<file path="config.mk">
export PLATFORM = sky130hd
export DESIGN_NAME = sbpa_top
export DESIGN_NICKNAME = d
export VERILOG_FILES = /design/src/sbpa_top.v /design/src/sbpa_port_arb.v /design/src/sbpa_term.v
export VERILOG_INCLUDE_DIRS = /design/src
export SDC_FILE = /design/constraint.sdc
export NUM_CORES = 1
export LEC_CHECK = 0
export BUFFER_PORTS_ARGS = -buffer_cell sky130_fd_sc_hd__clkbuf_2
export CAP_MARGIN = 20
export CORE_MARGIN = 4
export CORE_UTILIZATION = 40
export DETAILED_ROUTE_END_ITERATION = 10
export GPL_TIMING_DRIVEN = 0
export PLACE_DENSITY = 0.7
export RECOVER_POWER = 50
export SETUP_SLACK_MARGIN = 0.5
export SLEW_MARGIN = 20
export SYNTH_ARGS = -nofsm -noshare
export SYNTH_HDL_FRONTEND = slang
export SYNTH_SLANG_ARGS = --single-unit
</file>
<file path="constraint.sdc">
create_clock -name aclk -period 4.68 [get_ports aclk]
set_input_delay 0.936 -clock aclk [delete_from_list [all_inputs] [get_ports aclk]]
set_output_delay 0.936 -clock aclk [all_outputs]
set_load 0.02 [all_outputs]
</file>
<file path="src/sbpa_map.vh">
`ifndef SBPA_MAP_VH
`define SBPA_MAP_VH

// register byte offsets on the axi4-lite slave
`define SBPA_OFF_STB      8'h00
`define SBPA_OFF_SRE      8'h04
`define SBPA_OFF_ESR      8'h08
`define SBPA_OFF_ESE      8'h0C
`define SBPA_OFF_CTRL     8'h10
`define SBPA_OFF_PORT     8'h14
`define SBPA_OFF_IRQ_STS  8'h18
`define SBPA_OFF_IRQ_CLR  8'h1C
`define SBPA_OFF_IRQ_EN   8'h20

// status byte bit positions
`define SBPA_STB_MAV      4
`define SBPA_STB_ESB      5
`define SBPA_STB_MSS      6

// interrupt status bit positions
`define SBPA_IRQ_ACQ      0
`define SBPA_IRQ_EXP      1
`define SBPA_IRQ_TERM     2
`define SBPA_IRQ_MSS      3
`define SBPA_IRQ_W        4

// reset values
`define SBPA_SRE_RST      8'h00
`define SBPA_ESE_RST      8'h00
`define SBPA_IRQ_EN_RST   4'h0

// control register bit: write one clears the event register
`define SBPA_CTRL_ESR_CLR 0

// terminator character
`define SBPA_CHAR_NL      8'h0A

// axi responses
`define SBPA_RESP_OKAY    2'b00
`define SBPA_RESP_SLVERR  2'b10

// idle interval before the active port is released
`define SBPA_IDLE_MINUTES 40'd5
`define SBPA_NS_PER_MIN   40'd60000000000
`define SBPA_CLK_NS       40'd4
`define SBPA_IDLE_CYCLES  (`SBPA_IDLE_MINUTES * `SBPA_NS_PER_MIN / `SBPA_CLK_NS)

`endif

</file>
<file path="src/sbpa_top.v">
// Operation
// - first port with traffic becomes active
// - other port ignored until five idle minutes
// - after expiry next talking port wins
// - bit 6 is unlatched master summary
// - summary is OR of enabled status bits
// - service-request mask gates the summary
// - event summary set by enabled events
// - event enable mask gates event summary
// - message-available follows output buffer occupancy
// - eoi or newline ends command, path root
//
// The implementer's own choices: the AXI4-Lite interface to the registers and the register offsets.
`timescale 1ns/1ns
`default_nettype none
`include "sbpa_map.vh"
module sbpa_top #(
  parameter [39:0] IDLE_CYCLES = `SBPA_IDLE_CYCLES
) (
  input  wire        aclk,
  input  wire        aresetn,
  // axi4-lite write address
  input  wire [7:0]  s_axi_awaddr,
  input  wire [2:0]  s_axi_awprot,
  input  wire        s_axi_awvalid,
  output wire        s_axi_awready,
  // axi4-lite write data
  input  wire [31:0] s_axi_wdata,
  input  wire [3:0]  s_axi_wstrb,
  input  wire        s_axi_wvalid,
  output wire        s_axi_wready,
  // axi4-lite write response
  output reg  [1:0]  s_axi_bresp,
  output reg         s_axi_bvalid,
  input  wire        s_axi_bready,
  // axi4-lite read address
  input  wire [7:0]  s_axi_araddr,
  input  wire [2:0]  s_axi_arprot,
  input  wire        s_axi_arvalid,
  output wire        s_axi_arready,
  // axi4-lite read data
  output reg  [31:0] s_axi_rdata,
  output reg  [1:0]  s_axi_rresp,
  output reg         s_axi_rvalid,
  input  wire        s_axi_rready,
  // command port a
  input  wire        port_a_valid,
  input  wire [7:0]  port_a_data,
  input  wire        port_a_eoi,
  // command port b
  input  wire        port_b_valid,
  input  wire [7:0]  port_b_data,
  input  wire        port_b_eoi,
  // status sources
  input  wire [7:0]  out_msg_count,
  input  wire [7:0]  stb_aux,
  input  wire [7:0]  std_event,
  // accepted command stream
  output wire        cmd_valid,
  output wire [7:0]  cmd_data,
  output wire        cmd_end,
  output wire        path_root,
  output wire [1:0]  port_active,
  output wire        irq
);
  reg  [7:0]  sre;
  reg  [7:0]  esr;
  reg  [7:0]  ese;
  wire [`SBPA_IRQ_W-1:0] irq_sts;
  reg  [`SBPA_IRQ_W-1:0] irq_en;
  reg         aw_held;
  reg  [7:0]  aw_addr;
  reg         w_held;
  reg  [31:0] w_data;
  reg  [3:0]  w_strb;
  reg         mss_q;
  reg  [7:0]  stb;
  reg  [7:0]  next_esr;
  reg  [31:0] rd_word;
  reg         rd_hit;
  reg         wr_hit;

  wire        acc_valid;
  wire [7:0]  acc_data;
  wire        acc_eoi;
  wire        active_a;
  wire        active_b;
  wire        acquired;
  wire        expired;
  wire        mav;
  wire        esb;
  wire        mss;

  // port ownership and idle release
  sbpa_port_arb #(
    .IDLE_CYCLES (IDLE_CYCLES)
  ) u_arb (
    .aclk      (aclk),
    .aresetn   (aresetn),
    .a_valid   (port_a_valid),
    .a_data    (port_a_data),
    .a_eoi     (port_a_eoi),
    .b_valid   (port_b_valid),
    .b_data    (port_b_data),
    .b_eoi     (port_b_eoi),
    .acc_valid (acc_valid),
    .acc_data  (acc_data),
    .acc_eoi   (acc_eoi),
    .active_a  (active_a),
    .active_b  (active_b),
    .acquired  (acquired),
    .expired   (expired)
  );

  // terminator detection on the accepted stream
  sbpa_term u_term (
    .aclk      (aclk),
    .aresetn   (aresetn),
    .in_valid  (acc_valid),
    .in_data   (acc_data),
    .in_eoi    (acc_eoi),
    .cmd_valid (cmd_valid),
    .cmd_data  (cmd_data),
    .cmd_end   (cmd_end),
    .path_root (path_root)
  );

  assign port_active = {active_b, active_a};

  // status byte assembly, all live
  assign mav = (out_msg_count != 8'h00);
  assign esb = |(esr & ese);
  always @* begin
    stb                = stb_aux;
    stb[`SBPA_STB_MAV] = mav;
    stb[`SBPA_STB_ESB] = esb;
    stb[`SBPA_STB_MSS] = 1'b0;
  end
  // summary excludes its own position
  assign mss = |(stb & sre);

  // axi handshake: each channel free until captured
  assign s_axi_awready = ~aw_held & ~s_axi_bvalid;
  assign s_axi_wready  = ~w_held & ~s_axi_bvalid;
  assign s_axi_arready = ~s_axi_rvalid;

  wire aw_fire = s_axi_awvalid & s_axi_awready;
  wire w_fire  = s_axi_wvalid & s_axi_wready;
  wire ar_fire = s_axi_arvalid & s_axi_arready;
  wire wr_go   = (aw_held | aw_fire) & (w_held | w_fire);
  wire [7:0]  wr_addr = aw_held ? aw_addr : s_axi_awaddr;
  wire [31:0] wr_data = w_held ? w_data : s_axi_wdata;
  wire [3:0]  wr_strb = w_held ? w_strb : s_axi_wstrb;
  wire        wr_lo   = wr_go & wr_strb[0];

  // register decode for writes
  always @* begin
    case (wr_addr)
      `SBPA_OFF_SRE,
      `SBPA_OFF_ESE,
      `SBPA_OFF_CTRL,
      `SBPA_OFF_IRQ_CLR,
      `SBPA_OFF_IRQ_EN: wr_hit = 1'b1;
      default:          wr_hit = 1'b0;
    endcase
  end

  // register decode for reads
  always @* begin
    rd_word = 32'h0000_0000;
    rd_hit  = 1'b1;
    case (s_axi_araddr)
      `SBPA_OFF_STB:     rd_word[7:0] = {stb[7], mss, stb[5:0]};
      `SBPA_OFF_SRE:     rd_word[7:0] = sre;
      `SBPA_OFF_ESR:     rd_word[7:0] = esr;
      `SBPA_OFF_ESE:     rd_word[7:0] = ese;
      `SBPA_OFF_CTRL:    rd_word      = 32'h0000_0000;
      `SBPA_OFF_PORT:    rd_word[1:0] = port_active;
      `SBPA_OFF_IRQ_STS: rd_word[`SBPA_IRQ_W-1:0] = irq_sts;
      `SBPA_OFF_IRQ_EN:  rd_word[`SBPA_IRQ_W-1:0] = irq_en;
      default:           rd_hit       = 1'b0;
    endcase
  end

  // write channel capture and response
  always @(posedge aclk) begin
    if (!aresetn) begin
      aw_held      <= 1'b0;
      aw_addr      <= 8'h00;
      w_held       <= 1'b0;
      w_data       <= 32'h0000_0000;
      w_strb       <= 4'h0;
      s_axi_bvalid <= 1'b0;
      s_axi_bresp  <= `SBPA_RESP_OKAY;
    end else begin
      if (wr_go) begin
        aw_held      <= 1'b0;
        w_held       <= 1'b0;
        s_axi_bvalid <= 1'b1;
        s_axi_bresp  <= wr_hit ? `SBPA_RESP_OKAY : `SBPA_RESP_SLVERR;
      end else begin
        if (aw_fire) begin
          aw_held <= 1'b1;
          aw_addr <= s_axi_awaddr;
        end
        if (w_fire) begin
          w_held <= 1'b1;
          w_data <= s_axi_wdata;
          w_strb <= s_axi_wstrb;
        end
        if (s_axi_bvalid & s_axi_bready) begin
          s_axi_bvalid <= 1'b0;
        end
      end
    end
  end

  // read channel, data registered at address capture
  always @(posedge aclk) begin
    if (!aresetn) begin
      s_axi_rvalid <= 1'b0;
      s_axi_rdata  <= 32'h0000_0000;
      s_axi_rresp  <= `SBPA_RESP_OKAY;
    end else if (ar_fire) begin
      s_axi_rvalid <= 1'b1;
      s_axi_rdata  <= rd_word;
      s_axi_rresp  <= rd_hit ? `SBPA_RESP_OKAY : `SBPA_RESP_SLVERR;
    end else if (s_axi_rready) begin
      s_axi_rvalid <= 1'b0;
    end
  end

  // mask registers hold until rewritten
  always @(posedge aclk) begin
    if (!aresetn) begin
      sre    <= `SBPA_SRE_RST;
      ese    <= `SBPA_ESE_RST;
      irq_en <= `SBPA_IRQ_EN_RST;
    end else if (wr_lo) begin
      if (wr_addr == `SBPA_OFF_SRE) begin
        sre <= wr_data[7:0];
      end
      if (wr_addr == `SBPA_OFF_ESE) begin
        ese <= wr_data[7:0];
      end
      if (wr_addr == `SBPA_OFF_IRQ_EN) begin
        irq_en <= wr_data[`SBPA_IRQ_W-1:0];
      end
    end
  end

  // event register: read or control write clears, new event wins
  always @* begin
    next_esr = esr;
    if (ar_fire && s_axi_araddr == `SBPA_OFF_ESR) begin
      next_esr = 8'h00;
    end
    if (wr_lo && wr_addr == `SBPA_OFF_CTRL && wr_data[`SBPA_CTRL_ESR_CLR]) begin
      next_esr = 8'h00;
    end
    next_esr = next_esr | std_event;
  end

  always @(posedge aclk) begin
    if (!aresetn) begin
      esr <= 8'h00;
    end else begin
      esr <= next_esr;
    end
  end

  // previous summary, for the rising-edge event
  always @(posedge aclk) begin
    if (!aresetn) begin
      mss_q <= 1'b0;
    end else begin
      mss_q <= mss;
    end
  end

  // events that set a sticky bit, and bits cleared by software this cycle
  wire                   mss_rise = mss & ~mss_q;
  wire [`SBPA_IRQ_W-1:0] irq_set  = {mss_rise, cmd_end, expired, acquired};
  wire                   clr_go   = wr_lo && (wr_addr == `SBPA_OFF_IRQ_CLR);
  wire [`SBPA_IRQ_W-1:0] irq_clr  = clr_go ? wr_data[`SBPA_IRQ_W-1:0] : {`SBPA_IRQ_W{1'b0}};

  // one sticky flag per event, set beats clear in the same cycle
  genvar gi;
  generate
    for (gi = 0; gi < `SBPA_IRQ_W; gi = gi + 1) begin : g_irq
      reg flag;
      always @(posedge aclk) begin
        if (!aresetn) begin
          flag <= 1'b0;
        end else begin
          flag <= (flag & ~irq_clr[gi]) | irq_set[gi];
        end
      end
      assign irq_sts[gi] = flag;
    end
  endgenerate

  // level interrupt while an enabled bit is pending
  assign irq = |(irq_sts & irq_en);

  // protection bits carry no meaning here
  wire unused_prot = ^{s_axi_awprot, s_axi_arprot, w_strb[3:1]};
endmodule // sbpa_top
`default_nettype wire

</file>
<file path="src/sbpa_port_arb.v">
`timescale 1ns/1ns
`default_nettype none
module sbpa_port_arb #(
  parameter [39:0] IDLE_CYCLES = 40'd1
) (
  input  wire       aclk,
  input  wire       aresetn,
  input  wire       a_valid,
  input  wire [7:0] a_data,
  input  wire       a_eoi,
  input  wire       b_valid,
  input  wire [7:0] b_data,
  input  wire       b_eoi,
  output reg        acc_valid,
  output reg  [7:0] acc_data,
  output reg        acc_eoi,
  output wire       active_a,
  output wire       active_b,
  output reg        acquired,
  output reg        expired
);
  localparam [2:0] ST_FREE = 3'b001;
  localparam [2:0] ST_A    = 3'b010;
  localparam [2:0] ST_B    = 3'b100;

  reg  [2:0]  state;
  reg  [39:0] idle_cnt;
  wire        free_now = (state == ST_FREE);
  // port a wins a tie when both speak in the same free cycle
  wire        take_a   = a_valid & (free_now | (state == ST_A));
  wire        take_b   = b_valid & ((free_now & ~a_valid) | (state == ST_B));

  assign active_a = (state == ST_A);
  assign active_b = (state == ST_B);

  // ownership state, idle counter and forwarded byte
  always @(posedge aclk) begin
    if (!aresetn) begin
      state     <= ST_FREE;
      idle_cnt  <= 40'd0;
      acc_valid <= 1'b0;
      acc_data  <= 8'h00;
      acc_eoi   <= 1'b0;
      acquired  <= 1'b0;
      expired   <= 1'b0;
    end else begin
      acc_valid <= take_a | take_b;
      acc_data  <= take_a ? a_data : b_data;
      acc_eoi   <= take_a ? a_eoi : (take_b & b_eoi);
      acquired  <= 1'b0;
      expired   <= 1'b0;
      case (state)
        ST_FREE: begin
          idle_cnt <= 40'd0;
          if (a_valid) begin
            state    <= ST_A;
            acquired <= 1'b1;
          end else if (b_valid) begin
            state    <= ST_B;
            acquired <= 1'b1;
          end
        end
        ST_A, ST_B: begin
          if (take_a | take_b) begin
            idle_cnt <= 40'd0;
          end else if (idle_cnt == IDLE_CYCLES - 40'd1) begin
            state    <= ST_FREE;
            idle_cnt <= 40'd0;
            expired  <= 1'b1;
          end else begin
            idle_cnt <= idle_cnt + 40'd1;
          end
        end
        default: begin
          state    <= ST_FREE;
          idle_cnt <= 40'd0;
        end
      endcase
    end
  end
endmodule // sbpa_port_arb
`default_nettype wire

</file>
<file path="src/sbpa_term.v">
`timescale 1ns/1ns
`default_nettype none
`include "sbpa_map.vh"
module sbpa_term (
  input  wire       aclk,
  input  wire       aresetn,
  input  wire       in_valid,
  input  wire [7:0] in_data,
  input  wire       in_eoi,
  output reg        cmd_valid,
  output reg  [7:0] cmd_data,
  output reg        cmd_end,
  output reg        path_root
);
  wire is_nl = (in_data == `SBPA_CHAR_NL);

  // newline is swallowed; eoi ends the message in the same cycle as its byte
  always @(posedge aclk) begin
    if (!aresetn) begin
      cmd_valid <= 1'b0;
      cmd_data  <= 8'h00;
      cmd_end   <= 1'b0;
      path_root <= 1'b0;
    end else begin
      cmd_valid <= in_valid & ~is_nl;
      cmd_data  <= in_data;
      cmd_end   <= in_valid & (is_nl | in_eoi);
      path_root <= in_valid & (is_nl | in_eoi);
    end
  end
endmodule // sbpa_term
`default_nettype wire

</file>
# --- Word level (Yosys, flattened, before mapping) ---
# Index checks and enable logic that the tools add are counted.
word_totals:
  wordCells: 148
  ff_bits: 131
op_classes:
  addsub: 1
  eq_ne: 20
  n_bitwise: 47
  n_reduce_logical: 24
  mux: 27
op_table:
  columns: ["operator", "n"]
  rows:
  - ["$add A40 B1 Y40 const B", 1]
  - ["$eq A40 B37 Y1 const B", 1]
  - ["$eq A8 B5 Y1 const B", 5]
  - ["$mux W8", 5]
  - ["$eq A8 B4 Y1 const B", 4]
  - ["$reduce_or A8 Y1", 3]
  - ["$and A1 B1 Y1", 19]
  - ["$and A8 B8 Y8", 2]
  - ["$eq A8 B3 Y1 const B", 2]
  - ["$eq A8 B6 Y1 const B", 2]
  - ["$pmux W4 S4", 1]
  - ["$not A1 Y1", 14]
  - ["$pmux W2 S7", 1]
  - ["$mux W3", 4]
  - ["$pmux W2 S6", 1]
  - ["$reduce_and A2 Y1", 6]
  - ["$mux W1", 11]
  - ["$or A1 B1 Y1", 10]
  - ["$logic_not A8 Y1", 1]
  - ["$or A8 B8 Y8", 1]
  - ["$reduce_bool A8 Y1", 1]
  - ["$reduce_or A4 Y1", 2]
  - ["$pmux W3 S2", 1]
  - ["$reduce_or A5 Y1", 1]
  - ["14 further kinds", 20]

# --- Depth between registers and ports, before layout ---
# Gate-level depths: netlist of the first run.
depth:
  depth_word: 11
  mapped_depth: 8
  mapped_depth_nobuf: 6

# --- Hierarchy ---
# Synthesis of the first run repeated with hierarchy kept, for this count alone.
unflattened:
  hier_cells: 665
  area_unflattened_um2: 6214.7
modules_own_cells:
  columns: ["mod", "seq_area_each_um2", "cells_each", "n_inst", "area_each_um2"]
  rows:
  - ["sbpa_top", 1281.2, 358, 1, 3314.4]
  - ["sbpa_port_arb", 1101.1, 282, 1, 2575.0]
  - ["sbpa_term", 200.2, 25, 1, 325.3]

# --- Least setup slack after synthesis of the first run ---
# No wires, ideal clock.
synth_path:
  path_type: "input-to-reg"
  from: "input port s_axi_araddr[1]"
  to: "register esr[0]"
  setup_ns: 0.117
  t_required_ns: 4.563
  setup_slack_ns: 2.223
  n_path_buf: 1
  stages: 6
  t_arrival_ns: 2.340
  path_cell_list: "or4_1 -> buf_2 -> nor4_4 -> a21bo_2 -> a31oi_1 -> a22o_1"
synth_via:
  elab_chain_cells: 5
synth_rtl:
  columns: ["item", "line_no", "source"]
  rows:
  - ["start, declared", "sbpa_top.v:37", "input wire [7:0] s_axi_araddr,"]
  - ["$eq A8 B4 Y1", null, null]
  - ["$logic_and A1 B1 Y1 (no line)", null, null]
  - ["$mux W8", "sbpa_top.v:255", "if (ar_fire && s_axi_araddr == `SBPA_OFF_ESR) begin"]
  - ["$mux W8", "sbpa_top.v:258", "if (wr_lo && wr_addr == `SBPA_OFF_CTRL && wr_data[`SBPA_CTRL_ESR_CLR]) begin"]
  - ["$or A8 B8 Y8", "sbpa_top.v:261", "next_esr = next_esr | std_event;"]
  - ["end signal, assigned", "sbpa_top.v:268", "esr <= next_esr;"]
  - ["end, declared", "sbpa_top.v:67", "reg [7:0] esr;"]
# No other way between the ends.
# A chain may end at the register's enable or synchronous reset.

# --- Worst setup path after layout of the first run ---
layout_path:
  from: "register u_arb.state[2]"
  to: "output port port_active[1]"
layout_via:
  elab_chain_cells: 1
layout_rtl:
  columns: ["item", "line_no", "source"]
  rows:
  - ["start, declared", "sbpa_port_arb.v:26", "reg [2:0] state;"]
  - ["start signal, assigned", "sbpa_port_arb.v:39", "state <= ST_FREE;"]
  - ["start signal, assigned", "sbpa_port_arb.v:56", "state <= ST_A;"]
  - ["start signal, assigned", "sbpa_port_arb.v:59", "state <= ST_B;"]
  - ["$eq A3 B3 Y1", "sbpa_port_arb.v:34", "assign active_b = (state == ST_B);"]
  - ["end, declared", "sbpa_top.v:63", "output wire [1:0] port_active,"]
# No other way between the ends.

==> results by stage, run 1 <==
Global routing:
- The wire length of the first global-routing pass is 25.0 mm.
- The remaining global-route overflow is 0.
- The total routing resource utilization after global routing is 0.175.
- The number of global-route vias before repair is around 5k.
- Entering global routing, the biggest net connects 17 pins.
- The initial antenna violation count was 2.

Critical path:
- The largest single stage delay on the critical path is 0.49 ns.
- The launch point of the worst path is u_arb.state[2]$_SDFFE_PN0P_.
- The dominant delay contributor by cell family on the critical path is simple AND/OR/NAND/NOR gates.
- The master of the slowest instance on the critical path is nor3b_1.
- The maximum net fanout on the critical path is 7.
- At the worst endpoint, the required time is 3.74 ns.
- STA classifies the critical path endpoint as a primary output.
- The critical path class is reg -> out.
- The end of the worst register-to-register path is u_arb.idle_cnt[30]$_SDFF_PP0_.
- At the worst endpoint, the arrival time is around 1.7 ns.
- STA classifies the critical path startpoint as a flop.
- Counting cells, the worst reg-to-reg path comes to 8.
- The setup check on the worst reg-to-reg path leaves a slack of 2.31 ns.
- The number of buffer and inverter instances along the worst setup path is 2.
- The worst reg2reg path startpoint is u_arb.idle_cnt[0]$_SDFF_PP0_.
- Walking the worst path, the cells encountered are nor3b_1 > buf_4 > clkbuf_2.

STA:
- The final setup violation count is 0.
- The number of endpoints with negative hold slack in the final report is 0.
- Once routing completed, OpenROAD measured the worst setup slack at 2.05 ns.
- The smallest clock period supported by the final layout is computed as about 2.6 ns.
- The number of pins exceeding their max-slew limit in the final report is 0.
- Headroom to the max-slew limit came out at 0.458.
- Setup repair after global routing left no endpoint under its margin.
- The part of the cycle the worst path needs is 0.562.
- The timing-limited maximum frequency is approximately 380 MHz.
- At the pin with the least slew margin, the transition time is 0.809 ns.
- On the final layout, the worst clock skew is around 0.0083 ns.
- The final sum of negative setup slack is 0 ns.

CTS:
- The master cell of the clock root buffer is clkbuf_16.
- The clock passes through at most 2 buffers.
- After clock tree synthesis, the clock-pin slew on the worst setup and hold paths is 0.06 ns.
- The number of buffers inserted during clock tree synthesis is 17.
- The number of levels in the clock H-tree is 4.
- In this run the post-CTS setup repair buffer count came out at 0.
- TritonCTS built the clock tree.
- The source-to-sink clock delay at the later pin of the worst-skew pair is 0.42 ns.
- In this run, post-CTS hold repair placed 0 buffers.
- The number of sinks driven by the clock tree is between 100 and 150.
- The total of cells resized after clock tree synthesis is 0.

Placed design:
- The wire-length estimate of the detail-placed layout is approximately 12 mm.
- The pre-CTS setup slack is 1.71 ns.
- After detailed placement, the total cell area comes to 7100 um2.
- Input and output buffers added on the ports amount to 100.
- The global placer's final weighted congestion is between 0.9 and 1.

Synth:
- The summed instance area of the synthesized netlist is ~6200 um2.
- The async set-or-reset flop fraction in the synthesized netlist is 0.
- The number of enable-type register cells in the synthesized netlist is 0.
- The count of cell types in the netlist is 66.
- A synthesized cell averages 9.15 um2.
- The share of synthesized area occupied by flip-flops and latches is 0.414.
- In the synthesized netlist the dominant register cell turns out to be dfxtp_1.
- The Yosys step of the flow raised 0 warnings.
- Counting every instance in the synthesized netlist gives 682.
- The flop and latch count out of synthesis is 129.

Detailed routing:
- The final routed wirelength across all metal layers is 15.4 mm.
- The detailed-route via count is between 5k and 6k.
- The number of nets with antenna violations after routing is 0.
- The number of vias per cell after detailed routing is between 5 and 6.
- In this run, the number of DRC markers left after iteration 0 of detailed routing was 403.
- The routed length per instance is 14.6 um.
- The post-detailed-route DRC marker count is 0.
- For this run, the detailed router's first-pass iteration total came to 5.

Die:
- The count of boundary I/O pins is 164.
- In this run the core area contains 45 standard-cell rows.
- From left edge to right edge, the die measures around 130 um.
- The die covers 17700 um2.
- For this configuration, the core starts out at a cell density of 0.409.
- From bottom edge to top edge, the die measures 133 um.
- The core region is 15300 um2.

Pwr:
- The internal cell power is 2.07 mW.
- Dividing total power by cell area gives a power density of 361 nW/um2.
- For this design the static power due to leakage is 3.05 nW.
- For this design the total switching power over the nets is 0.673 mW.
- The highest ir drop seen on vdd is about 0.00025 V.
- Of the total power, combinational logic draws 0.109.
- The switching portion of total power is 0.245.
- The clock share of power is 0.466.
- The share of total power dissipated in sequential elements is 0.425.

Finish:
- In the final layout, the share of cells above drive strength 1 is 0.193.
- The number of antenna diodes in the final layout is 0.
- The final net count is around 940.
- The finished cells cover 7620 um2.
- The number of fill cells in the layout is 1454.
- The area growth from synthesis to layout is 22.1%.

Worst hold path:
- The path with the worst hold slack has its endpoint at s_axi_rdata[4]$_SDFFE_PN0P_.
- In this run the most critical hold path is launched from s_axi_rdata[4]$_SDFFE_PN0P_.
- The tightest min-delay check is of the reg -> reg type.
- The depth of the worst hold-timing path is 2.

Run status:
- The run finished with clean final reports.

Run:
- Across the run, the number of max-cap violations was 0.
synthesized netlist by cell type (all sizes together) (3+ instances only):
library cell	n	share of area
a21oi	24	0.019
nand2	52	0.031
nor3b	9	0.011
nand2b	12	0.012
xor2	17	0.024
and2	14	0.014
clkbuf	21	0.013
or3	18	0.019
a221o	3	0.0048
nor2b	37	0.037
a22o	10	0.014
or4	6	0.0078
a32oi	3	0.0042
nand4	15	0.017
xnor2	7	0.0098
nand3	23	0.019
buf	41	0.046
mux2	12	0.022
a22oi	11	0.013
nor4b	4	0.0056
a31oi	6	0.0060
nor4	12	0.018
dfxtp	129	0.41
o21ai	28	0.022
and3	7	0.0070
inv	8	0.0048
a21boi	3	0.0036
nor3	5	0.0048
mux2i	52	0.083
nor2	53	0.033
nand3b	8	0.0096
a32o	4	0.0064
per-layer routing:
layer	part of all wire	vias up	wire length, um	GRT usage
li1	-	2680	-	-
met2	0.47	160	7230	0.281
met3	0.059	32	913	0.0540
met1	0.45	2479	6860	0.220
met4	0.020	4	307	0.0658
met5	0.0022	-	34	0
layout make-up:
| cell class | instances | area (um2) | area share |
|---|---|---|---|
| sequential | 129 | 2580 | 0.339 |
| timing repair buffer | 100 | 468 | 0.0614 |
| inverter | 8 | 30.0 | 0.00394 |
| tap | 211 | 264 | 0.0346 |
| clock inverter | 9 | 109 | 0.0143 |
| buffer | 62 | 359 | 0.0471 |
| clock buffer | 22 | 464 | 0.0609 |
| multi-input combinational | 508 | 3340 | 0.439 |
power groups by stage:
stage / Sequential (mW) / Clock [mW] / Combinational, mW
finish: 1.17 / 1.28 / 0.298
global route: 1.17 / 1.35 / 0.325
CTS: 1.17 / 1.30 / 0.302
detailed placement: 1.19 / 0 / 0.300
global placement: 1.19 / 0 / 0.298
floorplan: 1.20 / 0 / 0.196
layout by cell type (no fill, tap or decap), types with 9 or more instances in the layout:
| master | netlist | final |
|---|---|---|
| dfxtp_1 | 129 | 129 |
| clkbuf_2 | 0 | 74 |
| clkbuf_1 | 21 | 53 |
| mux2i_1 | 52 | 52 |
| nand2_1 | 52 | 52 |
| nor2_1 | 52 | 52 |
| nor2b_1 | 37 | 37 |
| buf_4 | 32 | 32 |
| o21ai_0 | 27 | 27 |
| conb_1 | 1 | 26 |
| a21oi_1 | 24 | 24 |
| nand3_1 | 22 | 22 |
| or3_1 | 17 | 18 |
| xor2_1 | 17 | 17 |
| clkbuf_16 | 0 | 17 |
| nand4_1 | 13 | 13 |
| mux2_2 | 12 | 12 |
| nand2b_1 | 12 | 12 |
| a22oi_1 | 11 | 11 |
| a22o_1 | 10 | 10 |
| and2_1 | 14 | 10 |
| nor3b_1 | 9 | 9 |
| nor4_1 | 9 | 9 |
sequential cells by signal, indices dropped and copies added (netlist names), 3 cells and up:
name	flops
u_term.cmd_data	8
irq_en	4
aw_addr	8
w_data	8
g_irq.flag	4
sre	8
s_axi_rdata	8
u_arb.acc_data	8
u_arb.state	3
u_arb.idle_cnt	40
esr	8
ese	8
worst min-delay path, cell delays in order, from the launching register on:
cell and delay (ns):
dfxtp_1 0.30, nand2_1 0.05, a21boi_1 0.05
worst max-delay path by stage:
stage                                    to  depth (start not counted)  slack, ns
after floorplan           esr[0]$_SDFF_PN0_                          6       2.22
after CTS                      s_axi_wready                          3       2.07
after global placement    esr[0]$_SDFF_PN0_                          6       1.72
final                        port_active[1]                          3       2.05
after global routing           s_axi_wready                          3       1.96
after detailed placement  esr[5]$_SDFF_PN0_                          6       1.71
logic make-up after synthesis:
group,count (synthesis),synth area share
AOI/OAI and AO/OA,110,0.119
other,1,0.000601
buffers and inverters,70,0.0638
adders and majority gates,1,0.00200
xor gates and xnor gates,24,0.0337
muxes,66,0.112
DFF,129,0.414
and+or+nand+nor,281,0.255
metrics by stage:
step | util | cells | power (mW) | hold slack, ns
detailed placement | 0.465 | 1018 | 1.49 | 0.443
floorplan | - | 707 | 1.39 | 0.413
global placement | 0.465 | 1018 | 1.49 | 0.422
CTS | 0.503 | 1049 | 2.77 | 0.453
global route | 0.499 | 1049 | 2.85 | 0.474
finish | 0.499 | 1049 | 2.75 | 0.449
Note: power is estimated with default switching activity, not from simulation.
==> run 2: changes to the inputs <==
- PLACE_DENSITY: 0.7 -> 0.73
- clock period: 4.68 -> 2.3 ns (I/O delays scaled with it)
==> results by stage, run 2 (synthesis results as in run 1) <==
Finish:
- The number of antenna repair diodes came to 0 (unchanged).
- The flip-flop count of the largest register, all copies and words added came to 40 (unchanged).
- The library cells used most frequently in the layout, excluding fill and tap cells, are dfxtp_1 (105), clkbuf_2 (78), buf_4 (61).
- The share of layout cells above drive strength 1 came to 0.336 (+0.143).
- The final net count is 968 (+3.4%).
- The area occupied by multi-input gates is 3730 um2 (+11%).
- The library cell used most frequently in the layout, excluding fill and tap cells, is dfxtp_1.
- The footprint of the flip-flops and latches was 2640 um2 (+2.3%).
- The number of fill cells in the layout was 1305 (-10%).
- The register with the most flip-flops in the final layout is u_arb.idle_cnt.
- The area growth from synthesis to layout is 36.3%.

Worst hold path:
- The path class of the lowest-slack min-delay path is in -> reg.

Placed design:
- The global placer's final weighted congestion came to 0.915 (-1.0%).
- The pre-CTS setup slack is -0.0908 ns (-1.81 ns).
- The half-perimeter wire length after detailed placement is 11.6 mm (+0.25%).
- The number of buffer cells added on primary ports is 100 (unchanged).

CTS:
- The number of sinks driven by the clock tree is 129 (unchanged).
- The CTS tree is built.
- The source-to-sink clock delay at the later pin of the worst-skew pair came to 0.42 ns (about the same).
- The clock transition at the registers of the reported paths is 0.06 ns (about the same).
- The number of buffers inserted during clock tree synthesis is 17 (unchanged).
- The number of levels in the clock H-tree was 4 (unchanged).
- The master cell of the clock root buffer is clkbuf_16.
- The largest buffer count on any clock path is 2 (unchanged).

Critical path:
- The end of the worst register-to-register path is ese[5]$_SDFFE_PN0P_.
- The reg-to-reg setup timing slack is 0.22 ns (-2.09 ns).
- The arrival time at the worst endpoint was 2.43 ns (+0.74 ns).
- The maximum net fanout on the critical path is 7 (unchanged).
- The path depth of the worst reg2reg path is 6 (-2).
- The number of buffer and inverter instances along the worst setup path came to 1 (-1).
- The signal on the critical path passes through or4_1 > nor3b_1 > o21ai_0 > nor2_4 > buf_4 > mux2i_1.
- The worst setup path is launched from a flop.
- STA classifies the critical path endpoint as a flop.
- The worst register-to-register path begins at aw_held$_SDFFE_PP0P_.
- The end point of the critical path is ese[5]$_SDFFE_PN0P_.
- The longest individual stage delay on the worst path is 0.51 ns (+0.02 ns).
- The total stage count of the critical path is 6 (+3).
- The critical path class is reg -> reg.
- On the critical path the largest part of the delay comes from simple AND/OR/NAND/NOR gates.
- The master of the slowest instance on the critical path is or4_1.
- The worst path required time was 2.65 ns (-1.09 ns).
- The launch point of the worst path is aw_held$_SDFFE_PP0P_.

Global routing:
- The initial antenna violation count is 2 (unchanged).
- The largest net degree at the start of global routing is 17 (unchanged).
- The total routing resource utilization after global routing was 0.187 (+0.0117).
- The remaining global-route overflow is 0 (unchanged).
- The number of global-route vias before repair came to 5528 (+9.0%).
- The wire length of the first global-routing pass was 26.9 mm (+7.4%).

STA:
- The worst-case clock skew was 0.00724 ns (-0.00110 ns).
- The number of pins exceeding their max-slew limit in the final report is 0 (unchanged).
- The slew of the pin with the lowest slew margin is 0.688 ns (-0.122 ns).
- For this run, the top clock speed supported by timing is 481 MHz.
- The relative slew slack is 0.541 (+0.0836).
- The clock period could shrink to 2.08 ns.
- The worst setup margin is 0.220 ns (-1.83 ns).
- The final setup violation count is 0 (unchanged).
- Of the available clock period, the critical path in the final layout requires 0.904.
- Setup repair after global routing could not meet its margin everywhere.
- The number of endpoints with negative hold slack in the final report came to 0 (unchanged).
- The final sum of negative setup slack came to 0 ns (unchanged).

Pwr:
- The overall power after layout is 5.99 mW (+120%).
- The static leakage came to 3.43 nW (+12%).
- The highest ir drop seen on vdd is 0.000586 V (+130%).
- The areal power density over the cells is 704 nW/um2 (+95%).

Die:
- The core area is 15300 um2 (unchanged).
- The number of standard-cell rows in the floorplan is 45 (unchanged).
- The height of the die is 133 um (unchanged).
- The area enclosed by the die boundary came to 17700 um2 (unchanged).
- The count of boundary I/O pins is 164 (unchanged).
- The starting density of the core was 0.409 (unchanged).
- The floorplan die width is 133 um (unchanged).

Detailed routing:
- The number of vias per cell after detailed routing is 5.26 (+3.1%).
- The count of TritonRoute iterations in the first routing pass was 9 (+4).
- The final routed wirelength across all metal layers was 17.2 mm (+12%).
- The routed length per instance is 15.9 um (+8.6%).
- The iteration-0 DRC count of the detailed router is 416 (+3.2%).
- The detailed-route via count is 5694 (+6.3%).
- The post-detailed-route DRC marker count came to 0 (unchanged).
- The number of nets with antenna violations after routing is 0 (unchanged).

Run:
- The number of max-cap violations is 0 (unchanged).

Run status:
- The run finished with clean final reports.
run 2: changes by cell type in the layout (fill, tap and decap cells not counted), moves of 4 or more:
cell / change
a21oi_1: -9
clkbuf_1: -9
clkbuf_2: +4
dfxtp_1: -24
nand3_1: -4
nor2_2: +11
buf_2: -4
nor2_4: +9
dfxtp_2: +12
dfxtp_4: +12
a21oi_2: +9
buf_6: +6
buf_4: +29
nor2_1: -20
run 2: worst min-delay path by stage:
stage,from,cells past startpoint,end
after global placement,u_arb.acc_eoi$_SDFF_PN0_,2,u_term.cmd_end$_SDFF_PN0_
after detailed placement,u_arb.acc_data[2]$_SDFF_PN0_,1,u_term.cmd_data[2]$_SDFF_PN0_
after CTS,std_event[7],2,esr[7]$_SDFF_PN0_
after floorplan,u_arb.acc_eoi$_SDFF_PN0_,2,u_term.cmd_end$_SDFF_PN0_
after global routing,std_event[1],2,esr[1]$_SDFF_PN0_
final,std_event[7],2,esr[7]$_SDFF_PN0_
run 2: repair_timing:
action / 4_1_cts / 5_1_grt
endpoints found under the hold margin: 0 / 0
cloned: 2 / 2
hold buffers: 0 / 0
endpoints found under the setup margin: 79 / 79
gates resized for setup: 71 / 84
buffers inserted: 14 / 14
pin swaps: 7 / 25
run 2: worst register-to-register path, delay by kind of cell (launching register included):
family          cells  cell delay (ns)
compound gates      1             0.23
buf+inv             1             0.15
mux                 1             0.18
flops               1             0.39
simple gates        3             1.05
run 2: routing by layer:
| metal | part of all wire | vias to the layer above | global-route usage |
|---|---|---|---|
| met5 | 0.0020 | - | 0 |
| met4 | 0.030 | 4 | 0.0895 |
| met3 | 0.070 | 56 | 0.0593 |
| met2 | 0.48 | 229 | 0.303 |
| met1 | 0.41 | 2653 | 0.223 |
| li1 | - | 2752 | - |
run 2: power breakdown:
part / total (mW) / switching (mW) / internal (mW)
Clock: 2.95 / 0.975 / 1.98
Sequential: 2.37 / 0.0654 / 2.31
Combinational: 0.665 / 0.365 / 0.300
Total: 5.99 / 1.41 / 4.58
run 2: layout make-up:
cell class                      count  area share
Inverter                            8     0.00353
Clock inverter                     10      0.0213
Timing Repair Buffer              132      0.0890
Tap cell                          211      0.0311
Buffer                             62      0.0511
Multi-Input combinational cell    508       0.439
Clock buffer                       22      0.0546
Sequential cell                   129       0.311
run 2: per-stage QoR:
step	hold slack [ns]	util	area, um2	instances
global route	0.250	0.557	8500	1082
detailed placement	0.445	0.470	7170	1018
global placement	0.419	0.470	7170	1018
floorplan	0.413	-	6410	707
finish	0.263	0.557	8500	1082
CTS	0.249	0.536	8180	1066
